--- src/hdl/hub_cfg_pkg.sv ---
// Behaviour
// - reserved upper bits of charge and removable registers read zero, ignore writes
// - a charge-enable bit set enables charging features on its port, clear disables
// - charge-enable bit n controls downstream port n+1
// - charge-enable default is taken from the power/charge strap pins at reset release
// - in serial-config mode the loader or host may overwrite the charge-enable field
// - override bit 7 makes the removable field writable; clear makes it read-only
// - one write setting the override also stores the removable bits in that write
// - removable bit reads one for removable, zero for fixed, bit n is port n+1
// - with override clear, removable field reads as inverse of one-time non-removable bits
// - port-in-service bit one enables, zero disables its port; all four reset to one
// - port-in-service bit n controls downstream port n+1
// - second config register resets bits 7,6,4,3,2,0 to zero; 5 and 1 from straps
// - bit 5 samples the polarity strap at release: zero low-active, one high-active
// - bit 1 samples the auto-charge strap at release: zero enables automatic mode
package hub_cfg_pkg;
   // register offsets
   localparam logic [7:0] ADDR_CHARGE = 8'h06;
   localparam logic [7:0] ADDR_REMOVABLE = 8'h07;
   localparam logic [7:0] ADDR_IN_SERVICE = 8'h08;
   localparam logic [7:0] ADDR_DEV_CFG2 = 8'h0A;
   // field positions
   localparam int PORT_LSB = 0;
   localparam int PORT_MSB = 3;
   localparam int OVERRIDE_BIT = 7;
   localparam int CFG2_CUSTOM_BC_BIT = 6;
   localparam int CFG2_POL_BIT = 5;
   localparam int CFG2_HICUR_BIT = 4;
   localparam int CFG2_ATTACH_BIT = 3;
   localparam int CFG2_ECR_BIT = 2;
   localparam int CFG2_AUTO_BIT = 1;
   // reset values
   localparam logic [3:0] CHARGE_RESET = 4'h0;
   localparam logic [3:0] REMOVABLE_RESET = 4'h0;
   localparam logic OVERRIDE_RESET = 1'b0;
   localparam logic [3:0] IN_SERVICE_RESET = 4'hF;
   localparam logic [7:0] CFG2_RESET = 8'h00;
   // strap synchroniser depth, capture happens once it is filled
   localparam logic [1:0] STRAP_SYNC_STAGES = 2'h2;

   // one register access from the serial loader or bus host
   typedef struct packed {
      logic wr;
      logic rd;
      logic [7:0] addr;
      logic [7:0] data;
   } cfg_req_t;

   // strap levels as seen after synchronisation
   typedef struct packed {
      logic [3:0] charge;
      logic polarity;
      logic auto_n;
   } strap_t;
endpackage

--- src/hdl/hub_port_config_registers.sv ---
`timescale 1ns/1ps
module hub_port_config_registers
   import hub_cfg_pkg::*;
(
   // clock and reset
   input wire logic clk,
   input wire logic arst_n,
   // register access from loader or bus host
   input wire cfg_req_t req,
   input wire logic serial_cfg_mode,
   output logic [7:0] rd_data,
   output logic rd_valid,
   // strap pins, asynchronous
   input wire strap_t strap_pins,
   // one-time-programmable values, same clock domain
   input wire logic [3:0] otp_non_removable,
   input wire logic otp_high_current,
   input wire logic otp_attach_detect,
   input wire logic otp_ecr_enable,
   // per-port controls, bit n is downstream port n+1
   output logic [3:0] charge_port_enable_bits,
   output logic [3:0] port_removable,
   output logic [3:0] port_in_service,
   // device controls
   output logic power_switch_polarity,
   output logic auto_charge_mode_disable_n,
   output logic high_current_enable,
   output logic attach_detect_enable,
   output logic ecr_enable
);
   strap_t straps;
   logic capture;
   logic removable_override_enable;
   logic [3:0] rmbl_reg;
   logic custom_bc_reg;
   logic hicur_reg;
   logic attach_reg;
   logic ecr_reg;
   logic cfg2_bit1_reg;
   logic [3:0] removable_view;
   logic hicur_view;
   logic attach_view;
   logic [7:0] rd_next;

   // accepted write strobes; writes only land in serial-config mode
   function automatic logic wr_hit(input cfg_req_t r, input logic mode, input logic [7:0] a);
      wr_hit = r.wr && mode && (r.addr == a);
   endfunction

   strap_sampler u_straps (
      .clk(clk),
      .arst_n(arst_n),
      .pins(strap_pins),
      .straps(straps),
      .capture(capture)
   );

   // charge enables: strap load at release wins over a write in the same cycle
   always_ff @(posedge clk or negedge arst_n) begin
      if (!arst_n) begin
         charge_port_enable_bits <= CHARGE_RESET;
      end else if (capture) begin
         charge_port_enable_bits <= straps.charge;
      end else if (wr_hit(req, serial_cfg_mode, ADDR_CHARGE)) begin
         charge_port_enable_bits <= req.data[PORT_MSB:PORT_LSB];
      end
   end

   // override and removable bits; the override may be set in the same write as the bits
   always_ff @(posedge clk or negedge arst_n) begin
      if (!arst_n) begin
         removable_override_enable <= OVERRIDE_RESET;
         rmbl_reg <= REMOVABLE_RESET;
      end else if (wr_hit(req, serial_cfg_mode, ADDR_REMOVABLE)) begin
         removable_override_enable <= req.data[OVERRIDE_BIT];
         if (req.data[OVERRIDE_BIT]) begin
            rmbl_reg <= req.data[PORT_MSB:PORT_LSB];
         end
         // override clear in the write: field stays read-only and keeps its value
      end
   end

   // port-in-service; the 1-and-3 both-off case is the host's duty, stored as written
   always_ff @(posedge clk or negedge arst_n) begin
      if (!arst_n) begin
         port_in_service <= IN_SERVICE_RESET;
      end else if (wr_hit(req, serial_cfg_mode, ADDR_IN_SERVICE)) begin
         port_in_service <= req.data[PORT_MSB:PORT_LSB];
      end
   end

   // second config register, straps reload bits 5 and 1 at release
   always_ff @(posedge clk or negedge arst_n) begin
      if (!arst_n) begin
         custom_bc_reg <= CFG2_RESET[CFG2_CUSTOM_BC_BIT];
         power_switch_polarity <= CFG2_RESET[CFG2_POL_BIT];
         hicur_reg <= CFG2_RESET[CFG2_HICUR_BIT];
         attach_reg <= CFG2_RESET[CFG2_ATTACH_BIT];
         ecr_reg <= CFG2_RESET[CFG2_ECR_BIT];
         cfg2_bit1_reg <= CFG2_RESET[CFG2_AUTO_BIT];
      end else if (capture) begin
         power_switch_polarity <= straps.polarity;
         cfg2_bit1_reg <= straps.auto_n;
      end else if (wr_hit(req, serial_cfg_mode, ADDR_DEV_CFG2)) begin
         custom_bc_reg <= req.data[CFG2_CUSTOM_BC_BIT];
         power_switch_polarity <= req.data[CFG2_POL_BIT];
         ecr_reg <= req.data[CFG2_ECR_BIT];
         cfg2_bit1_reg <= req.data[CFG2_AUTO_BIT];
         // like the removable override, custom bit unlocks its fields in the same write
         if (req.data[CFG2_CUSTOM_BC_BIT]) begin
            hicur_reg <= req.data[CFG2_HICUR_BIT];
            attach_reg <= req.data[CFG2_ATTACH_BIT];
         end
      end
   end

   // effective values: locked fields follow the one-time memory
   always_comb begin
      removable_view = removable_override_enable ? rmbl_reg : ~otp_non_removable;
      hicur_view = custom_bc_reg ? hicur_reg : otp_high_current;
      attach_view = custom_bc_reg ? attach_reg : otp_attach_detect;
   end

   // registered control outputs, bit n drives port n+1
   always_ff @(posedge clk or negedge arst_n) begin
      if (!arst_n) begin
         port_removable <= REMOVABLE_RESET;
         high_current_enable <= 1'b0;
         attach_detect_enable <= 1'b0;
         ecr_enable <= 1'b0;
         auto_charge_mode_disable_n <= 1'b0;
      end else begin
         port_removable <= removable_view;
         high_current_enable <= hicur_view;
         attach_detect_enable <= attach_view;
         ecr_enable <= ecr_reg | otp_ecr_enable; // enable reads as or with memory bit
         auto_charge_mode_disable_n <= cfg2_bit1_reg;
      end
   end

   // read mux; reserved bits and unmapped offsets read zero
   always_comb begin
      rd_next = 8'h00;
      unique case (req.addr)
         ADDR_CHARGE: rd_next[PORT_MSB:PORT_LSB] = charge_port_enable_bits;
         ADDR_REMOVABLE: begin
            rd_next[OVERRIDE_BIT] = removable_override_enable;
            rd_next[PORT_MSB:PORT_LSB] = removable_view;
         end
         ADDR_IN_SERVICE: rd_next[PORT_MSB:PORT_LSB] = port_in_service;
         ADDR_DEV_CFG2: begin
            rd_next[CFG2_CUSTOM_BC_BIT] = custom_bc_reg;
            rd_next[CFG2_POL_BIT] = power_switch_polarity;
            rd_next[CFG2_HICUR_BIT] = hicur_view;
            rd_next[CFG2_ATTACH_BIT] = attach_view;
            rd_next[CFG2_ECR_BIT] = ecr_reg | otp_ecr_enable;
            rd_next[CFG2_AUTO_BIT] = cfg2_bit1_reg; // bits 7 and 0 stay zero
         end
         default: rd_next = 8'h00;
      endcase
   end

   // read answer one cycle after the request
   always_ff @(posedge clk or negedge arst_n) begin
      if (!arst_n) begin
         rd_data <= 8'h00;
         rd_valid <= 1'b0;
      end else begin
         rd_valid <= req.rd;
         if (req.rd) begin
            rd_data <= rd_next;
         end
      end
   end
endmodule

--- src/hdl/strap_sampler.sv ---
`timescale 1ns/1ps
// synchronises strap pins and pulses once when the synchronised value is valid after reset release
module strap_sampler
   import hub_cfg_pkg::*;
(
   // clock and reset
   input wire logic clk,
   input wire logic arst_n,
   // pins
   input wire strap_t pins,
   // result
   output strap_t straps,
   output logic capture
);
   strap_t sync1_reg;
   strap_t sync2_reg;
   logic [1:0] fill_reg;

   // two-flop synchroniser; stage one feeds only stage two
   always_ff @(posedge clk or negedge arst_n) begin
      if (!arst_n) begin
         sync1_reg <= '0;
         sync2_reg <= '0;
      end else begin
         sync1_reg <= pins;
         sync2_reg <= sync1_reg;
      end
   end

   // wait until stage two holds a pin value, then fire a single capture
   always_ff @(posedge clk or negedge arst_n) begin
      if (!arst_n) begin
         fill_reg <= 2'h0;
         capture <= 1'b0;
      end else begin
         capture <= (fill_reg == STRAP_SYNC_STAGES - 2'h1);
         if (fill_reg != STRAP_SYNC_STAGES) begin
            fill_reg <= fill_reg + 2'h1;
         end
      end
   end

   assign straps = sync2_reg;
endmodule

--- config.mk ---
export PLATFORM = sky130hd
export DESIGN_NAME = hub_port_config_registers
export DESIGN_NICKNAME = d
export VERILOG_FILES = /design/src/hdl/hub_cfg_pkg.sv /design/src/hdl/hub_port_config_registers.sv /design/src/hdl/strap_sampler.sv
export SDC_FILE = /design/constraint.sdc
export NUM_CORES = 1
export LEC_CHECK = 0
export BUFFER_PORTS_ARGS = -buffer_cell sky130_fd_sc_hd__buf_4
export CAP_MARGIN = 20
export CORE_MARGIN = 1.5
export CORE_UTILIZATION = 40
export CTS_CLUSTER_SIZE = 16
export DETAILED_ROUTE_END_ITERATION = 16
export PLACE_DENSITY = 0.69
export SLEW_MARGIN = 20
export SYNTH_ARGS = -nofsm -noshare
export SYNTH_HDL_FRONTEND = slang
export SYNTH_HIERARCHICAL = 1
export SYNTH_SLANG_ARGS = --single-unit
--- constraint.sdc ---
create_clock -name clk -period 2.7 [get_ports clk]
set_input_delay 0.405 -clock clk [delete_from_list [all_inputs] [get_ports clk]]
set_output_delay 0.405 -clock clk [all_outputs]
set_load 0.005 [all_outputs]
==> results.yml, run 1 <==
outcome:
  status: "finished, final reports clean"
grt:
  grt_pass1_vias: 1368
  grt_antenna_before_repair: 0
  grt_start_max_net_pins: 52
  grt_overflow: 0
  grt_pass1_wl_um: 6617
  grt_usage: 0.1658
synthesis:
  synth.ff_latch_count: 51
  syn_area_um2: 2023
  synth_cell_types: 32
  yosysTopAreaCellShare: 0.5813
  yosysTopAreaCell: "dfrtp_1"
  ys_warn_count: 6
  syn_avg_cell_area_um2: 13.86
  syn-num-nets: 182
  synthTopCellsByArea: "dfrtp_1 (58%), mux2_2 (12%), dfstp_2 (5.2%)"
  syn_inst: 146
  ys_seq_area_frac: 0.6333
setup_path:
  reg2reg_to: "rd_data[3]"
  startpoint_type: "primary input"
  crit_fanout: 6
  cp_data_arrival_time_ns: 2.06
  cp_cell_sequence: "buf_4 -> nor4_4 -> and2_2 -> and4bb_4 -> mux2_2 -> mux2_2"
  critPathTopFamily: "simple AND/OR/NAND/NOR gates"
  critPathMostFrequentCell: "mux2_2"
  slowest_stage: "nor4_4"
  critPathBufInv: 1
  reg2reg_from: "custom_bc_reg"
  cp-startpoint: "req[13]"
  reg2reg_depth: 5
  cp-end-kind: "flop"
  path_class: "in2reg"
  rrSetupSlack_ns: 1.38
  required_ns: 2.89
  critPathMaxStageDelay_ns: 0.40
power:
  power_density_nw_per_um2: 554.3
  static-leakage-power_uw: 0.001272
  peakVddDrop_uv: 331.7
floorplanning:
  core-area_um2: 4786
  dieArea_um2: 5494
  die_y_um: 74.12
  placementRows: 25
  start_util: 0.4227
  fp.dieW_um: 74.12
  pin_count: 60
clocking:
  path_clk_slew_ns: 0.09
  cts_hold_repair.buffers: 0
  cts_root_buffer: "clkbuf_8"
  numClockSinks: 51
  cts_resized: 0
  postCtsSetupBuffers: 0
  clkLatencyLatePin_ns: 0.30
  cts_max_path_buffers: 2
  cts_max_level: 2
  cts-buffers-inserted: 5
  cts_tree: "built"
route:
  drt_iter0_drc: 86
  m1WireLength_um: 1734
  firstDrtPassIters: 4
  met3_length_um: 266
  wirelength_um: 4125
  route.met2.wl_um: 2061
  drc: 0
  wl_per_cell_um: 14.89
  avgViaCountPerCell: 4.895
  highest-signal-layer: "met4"
  vias: 1356
  ant_nets: 0
layout:
  final_core_util: 0.5556
  final_nets: 245
  fillers: 420
  largest_reg_flops: 8
  regArea_um2: 1281
  multi_input_area_um2: 699.4
  antennaDiodeCount: 0
  layout-drive-gt1-share: 0.4667
  synthToLayoutAreaGrowth_pct: 31.42
place:
  dpl.hpwl_um: 3080
  portBuffers: 59
  gp_congestion: 0.8180
timing:
  finalSetupViolations: 0
  rsz0062_at_grt: "false"
  tns_ns: 0
  post-route-period-util: 0.6934
  slew_viol_final: 0
  period_needed_ns: 1.872
  fmax_mhz: 534.1
  fin_skew_ns: 0.008462
  tightestPinTransition_ns: 0.6020
  maxSlewHeadroom: 0.5987
  hold_viol_final: 0
flow_run:
  drv_cap: 0
min_path:
  hp-class: "in2async"
-- cells in the final DEF (no fill, tap or decap), drive strengths merged, types with 5 or more instances in the layout --
cell | synthesis | layout
nand2 | 7 | 7
dfrtp | 47 | 47
buf | 2 | 60
clkbuf | 2 | 6
inv | 6 | 7
a22o | 5 | 5
mux2i | 6 | 6
nor2 | 5 | 5
mux2 | 22 | 22
-- layout make-up --
type / instances / share of cell area
Clock buffer: 6 / 0.03106
Clock inverter: 2 / 0.01459
Inverter: 6 / 0.008471
Multi-Input combinational cell: 85 / 0.2631
Sequential cell: 51 / 0.4819
Tap cell: 67 / 0.03153
Timing Repair Buffer: 60 / 0.1694
-- per-layer routing --
layer / GRT usage / up-vias
li1: - / 652
met5: 0 / -
met2: 0.2669 / 50
met1: 0.2105 / 648
met4: 0.06584 / 0
met3: 0.04878 / 6
-- worst max path at each step --
stage / to / cells after the start
floorplan: charge_port_enable_bits[0] / 5
global placement: charge_port_enable_bits[2] / 6
detailed placement: charge_port_enable_bits[2] / 6
CTS: charge_port_enable_bits[0] / 6
global route: ecr_reg / 6
finish: charge_port_enable_bits[0] / 6
-- metrics by stage --
step                instances  power (uW)  worst slack (ns)  instance area (um^2)  hold slack, ns
global route              277        1547            0.7607                  2659          0.1458
detailed placement        269       941.6            0.5162                  2537          0.3347
global placement          269       940.7            0.5634                  2537          0.3323
CTS                       277        1495            0.8358                  2659          0.1246
finish                    277        1474            0.8279                  2659          0.1029
floorplan                 146       851.6            0.7819                  2023          0.1094
-- synth_stat cells --
cell type,n
buf_4,1
mux2i_1,6
or2_2,1
nand2_1,7
and2_2,1
nand4_1,4
o2bb2ai_1,4
nor2b_1,2
nor4_4,1
nand2b_1,1
dfstp_2,4
ha_1,2
buf_2,1
and3_1,2
and4b_1,1
and4bb_4,1
nand3_1,2
mux2_2,22
inv_1,6
a21o_1,1
a221oi_1,1
dfrtp_1,47
a22o_1,5
nor2_1,5
clkbuf_1,2
a21oi_1,2
a22oi_1,4
nor3_1,3
a31oi_1,1
o31a_1,1
xnor2_1,1
o21ai_0,4
-- kinds of logic (layout without fill, tap and decap cells) --
kind of cell	Yosys count	after routing	share of synthesized area
flops	51	51	0.6333
simple gates	31	31	0.09277
mux	28	28	0.1521
compound gates	23	23	0.08411
buf+inv	10	74	0.02103
fa+ha+maj	2	2	0.01237
xor+xnor	1	1	0.004330
-- power by group --
group	leakage [uW]	internal (uW)	total [uW]	switching, uW
registers	0.000628	790	803	13.2
logic	0.000582	66.6	121	54.4
clock network	0.0000618	305	550	245
No activity file was read; power rests on OpenSTA's default activity.
==> run 2, diff against run 1 <==
--- a/config.mk
+++ b/config.mk
@@ -11,7 +11,7 @@
 export CORE_UTILIZATION = 40
 export CTS_CLUSTER_SIZE = 16
 export DETAILED_ROUTE_END_ITERATION = 16
-export PLACE_DENSITY = 0.69
+export PLACE_DENSITY = 0.72
 export SLEW_MARGIN = 20
 export SYNTH_ARGS = -nofsm -noshare
 export SYNTH_HDL_FRONTEND = slang
==> constraint.sdc (replaced) <==
create_clock -name clk -period 1.5 [get_ports clk]
set_input_delay 0.225 -clock clk [delete_from_list [all_inputs] [get_ports clk]]
set_output_delay 0.225 -clock clk [all_outputs]
set_load 0.005 [all_outputs]
==> run 2 against run 1 <==
  * The flow now finishes with violations (negative setup slack)
  * Combinational power is 110% higher
  * Clock power is 50% higher
  * Critical path depth did not move
  * Final cell count is 5.8% higher
  * Total power is 71% higher
  * Clock-buffer cell count stayed put
  * Hold slack worse by 0.077 ns
  * Critical path type unchanged
  * Highest routed layer unchanged
==> results.yml, run 2 (synthesis results as in run 1) <==
power:
  peakVddDrop_uv: 580.4
  switching_share: 0.2293
  clkPwrFrac: 0.327
  seqPwrFrac: 0.573
  static-leakage-power_uw: 0.001361
  switchingPower_uw: 578.9
  power_density_nw_per_um2: 895.1
  intPower_uw: 1945
  pwr-share-comb: 0.100
route:
  avgViaCountPerCell: 4.942
  firstDrtPassIters: 4
  drt_iter0_drc: 114
  drc: 0
  wirelength_um: 4388
  wl_per_cell_um: 14.98
  ant_nets: 0
  vias: 1448
timing:
  rsz0062_at_grt: "true"
  slew_viol_final: 0
  post-route-period-util: 1.007
  finalSetupViolations: 2
  fin_skew_ns: 0.008698
  maxSlewHeadroom: 0.5825
  finalWorstSetupSlack_ns: -0.01024
  fmax_mhz: 662.1
  tightestPinTransition_ns: 0.6263
  whs_ns: 0.02614
  period_needed_ns: 1.510
  hold_viol_final: 0
clocking:
  cts_tree: "built"
  clkLatencyLatePin_ns: 0.31
  path_clk_slew_ns: 0.08
  cts-buffers-inserted: 5
  cts_root_buffer: "clkbuf_8"
  cts_max_level: 2
  postCtsSetupBuffers: 0
  numClockSinks: 51
  cts_max_path_buffers: 2
place:
  place_ws_ns: -0.3345
  place_area_um2: 2624
  gp_congestion: 0.8379
  dpl.hpwl_um: 3180
  portBuffers: 59
floorplanning:
  placementRows: 25
  fp.dieW_um: 74.12
  dieArea_um2: 5494
  core-area_um2: 4786
  start_util: 0.4227
  die_y_um: 74.12
  pin_count: 60
setup_path:
  cp-end-kind: "flop"
  cp_data_arrival_time_ns: 1.70
  startpoint_type: "primary input"
  path_class: "in2reg"
  crit_fanout: 4
  cp_cell_sequence: "buf_6 -> nor4_4 -> and2_4 -> and4bb_4 -> mux2_4 -> mux2_4"
  critPathMostFrequentCell: "mux2_4"
  slowest_stage: "mux2_4"
  required_ns: 1.69
  critPathMaxStageDelay_ns: 0.31
layout:
  synthToLayoutAreaGrowth_pct: 39.39
  most-common-layout-cells: "buf_4 (68), dfrtp_1 (47), mux2_2 (12)"
  final_cell_area_um2: 2820
  final_nets: 261
  antennaDiodeCount: 0
  layout-drive-gt1-share: 0.4823
  final_core_util: 0.5893
  fillers: 398
  final_common_cell: "buf_4"
  largest_reg_flops: 8
outcome:
  status: "complete, but fails checks"
  violations: "negative setup slack"
min_path:
  hp-class: "in2reg"
flow_run:
  drv_cap: 0
grt:
  grt_antenna_before_repair: 0
  grt_usage: 0.1688
  grt_start_max_net_pins: 52
  grt_overflow: 0
  grt_pass1_vias: 1386
  grt_pass1_wl_um: 6727
==> run 2: power by group through the flow <==
stage	Clock (uW)	Sequential (uW)	Combinational (uW)
floorplan	0	1470	65.8
global placement	0	1470	231
detailed placement	0	1470	234
CTS	852	1450	237
global route	922	1450	276
finish	824	1450	253
==> run 2: path summary, 6_finish.rpt <==
| kind | slack [ns] | start | end | cells after the start |
|---|---|---|---|---|
| worst min register to register | 0.35 | u_straps/sync1_reg[1] | u_straps/straps[1] | 0 |
| min in group asynchronous | 0.49 | arst_n | rd_valid | 2 |
| max in group asynchronous | 0.60 | arst_n | u_straps/fill_reg[1] | 2 |
| worst max register to register | 0.16 | custom_bc_reg | rd_data[3] | 5 |
| worst max-delay path | -0.01 | req[14] | charge_port_enable_bits[0] | 6 |
| worst min-delay path | 0.03 | strap_pins[2] | u_straps/sync1_reg[2] | 1 |
==> run 2: metrics by stage <==
stage | cells | TNS (ns) | total power [uW]
CTS | 288 | -0.009443 | 2535
detailed placement | 279 | -3.422 | 1707
global placement | 279 | -3.612 | 1703
floorplan | 146 | -1.206 | 1534
global route | 293 | -0.1075 | 2650
finish | 293 | -0.01033 | 2524
==> run 2: final cells by class <==
cell class | instances | area, um^2 | share of cell area
Timing Repair Buffer | 76 | 593.1 | 0.2103
Sequential cell | 51 | 1281 | 0.4543
Clock buffer | 6 | 82.58 | 0.02928
Inverter | 6 | 22.52 | 0.007986
Tap cell | 67 | 83.83 | 0.02972
Clock inverter | 2 | 16.27 | 0.005768
Multi-Input combinational cell | 85 | 740.7 | 0.2626
==> run 2: timing repair <==
action	CTS	global route
pin swaps	0	2
setup endpoints to repair	3	4
endpoints found under the hold margin	47	5
hold buffers	1	5
gates resized for setup	0	10
==> run 2: metal layers <==
layer  track usage  part of all wire
met5             0                 0
met4       0.06790             0.014
met3       0.05014             0.076
met2        0.2470              0.45
met1        0.2362              0.46
==> run 2: worst max-delay path: cells and delay by family <==
family	cells	cell delay, ns
buf+inv	1	0.10
mux	2	0.58
simple gates	3	0.79
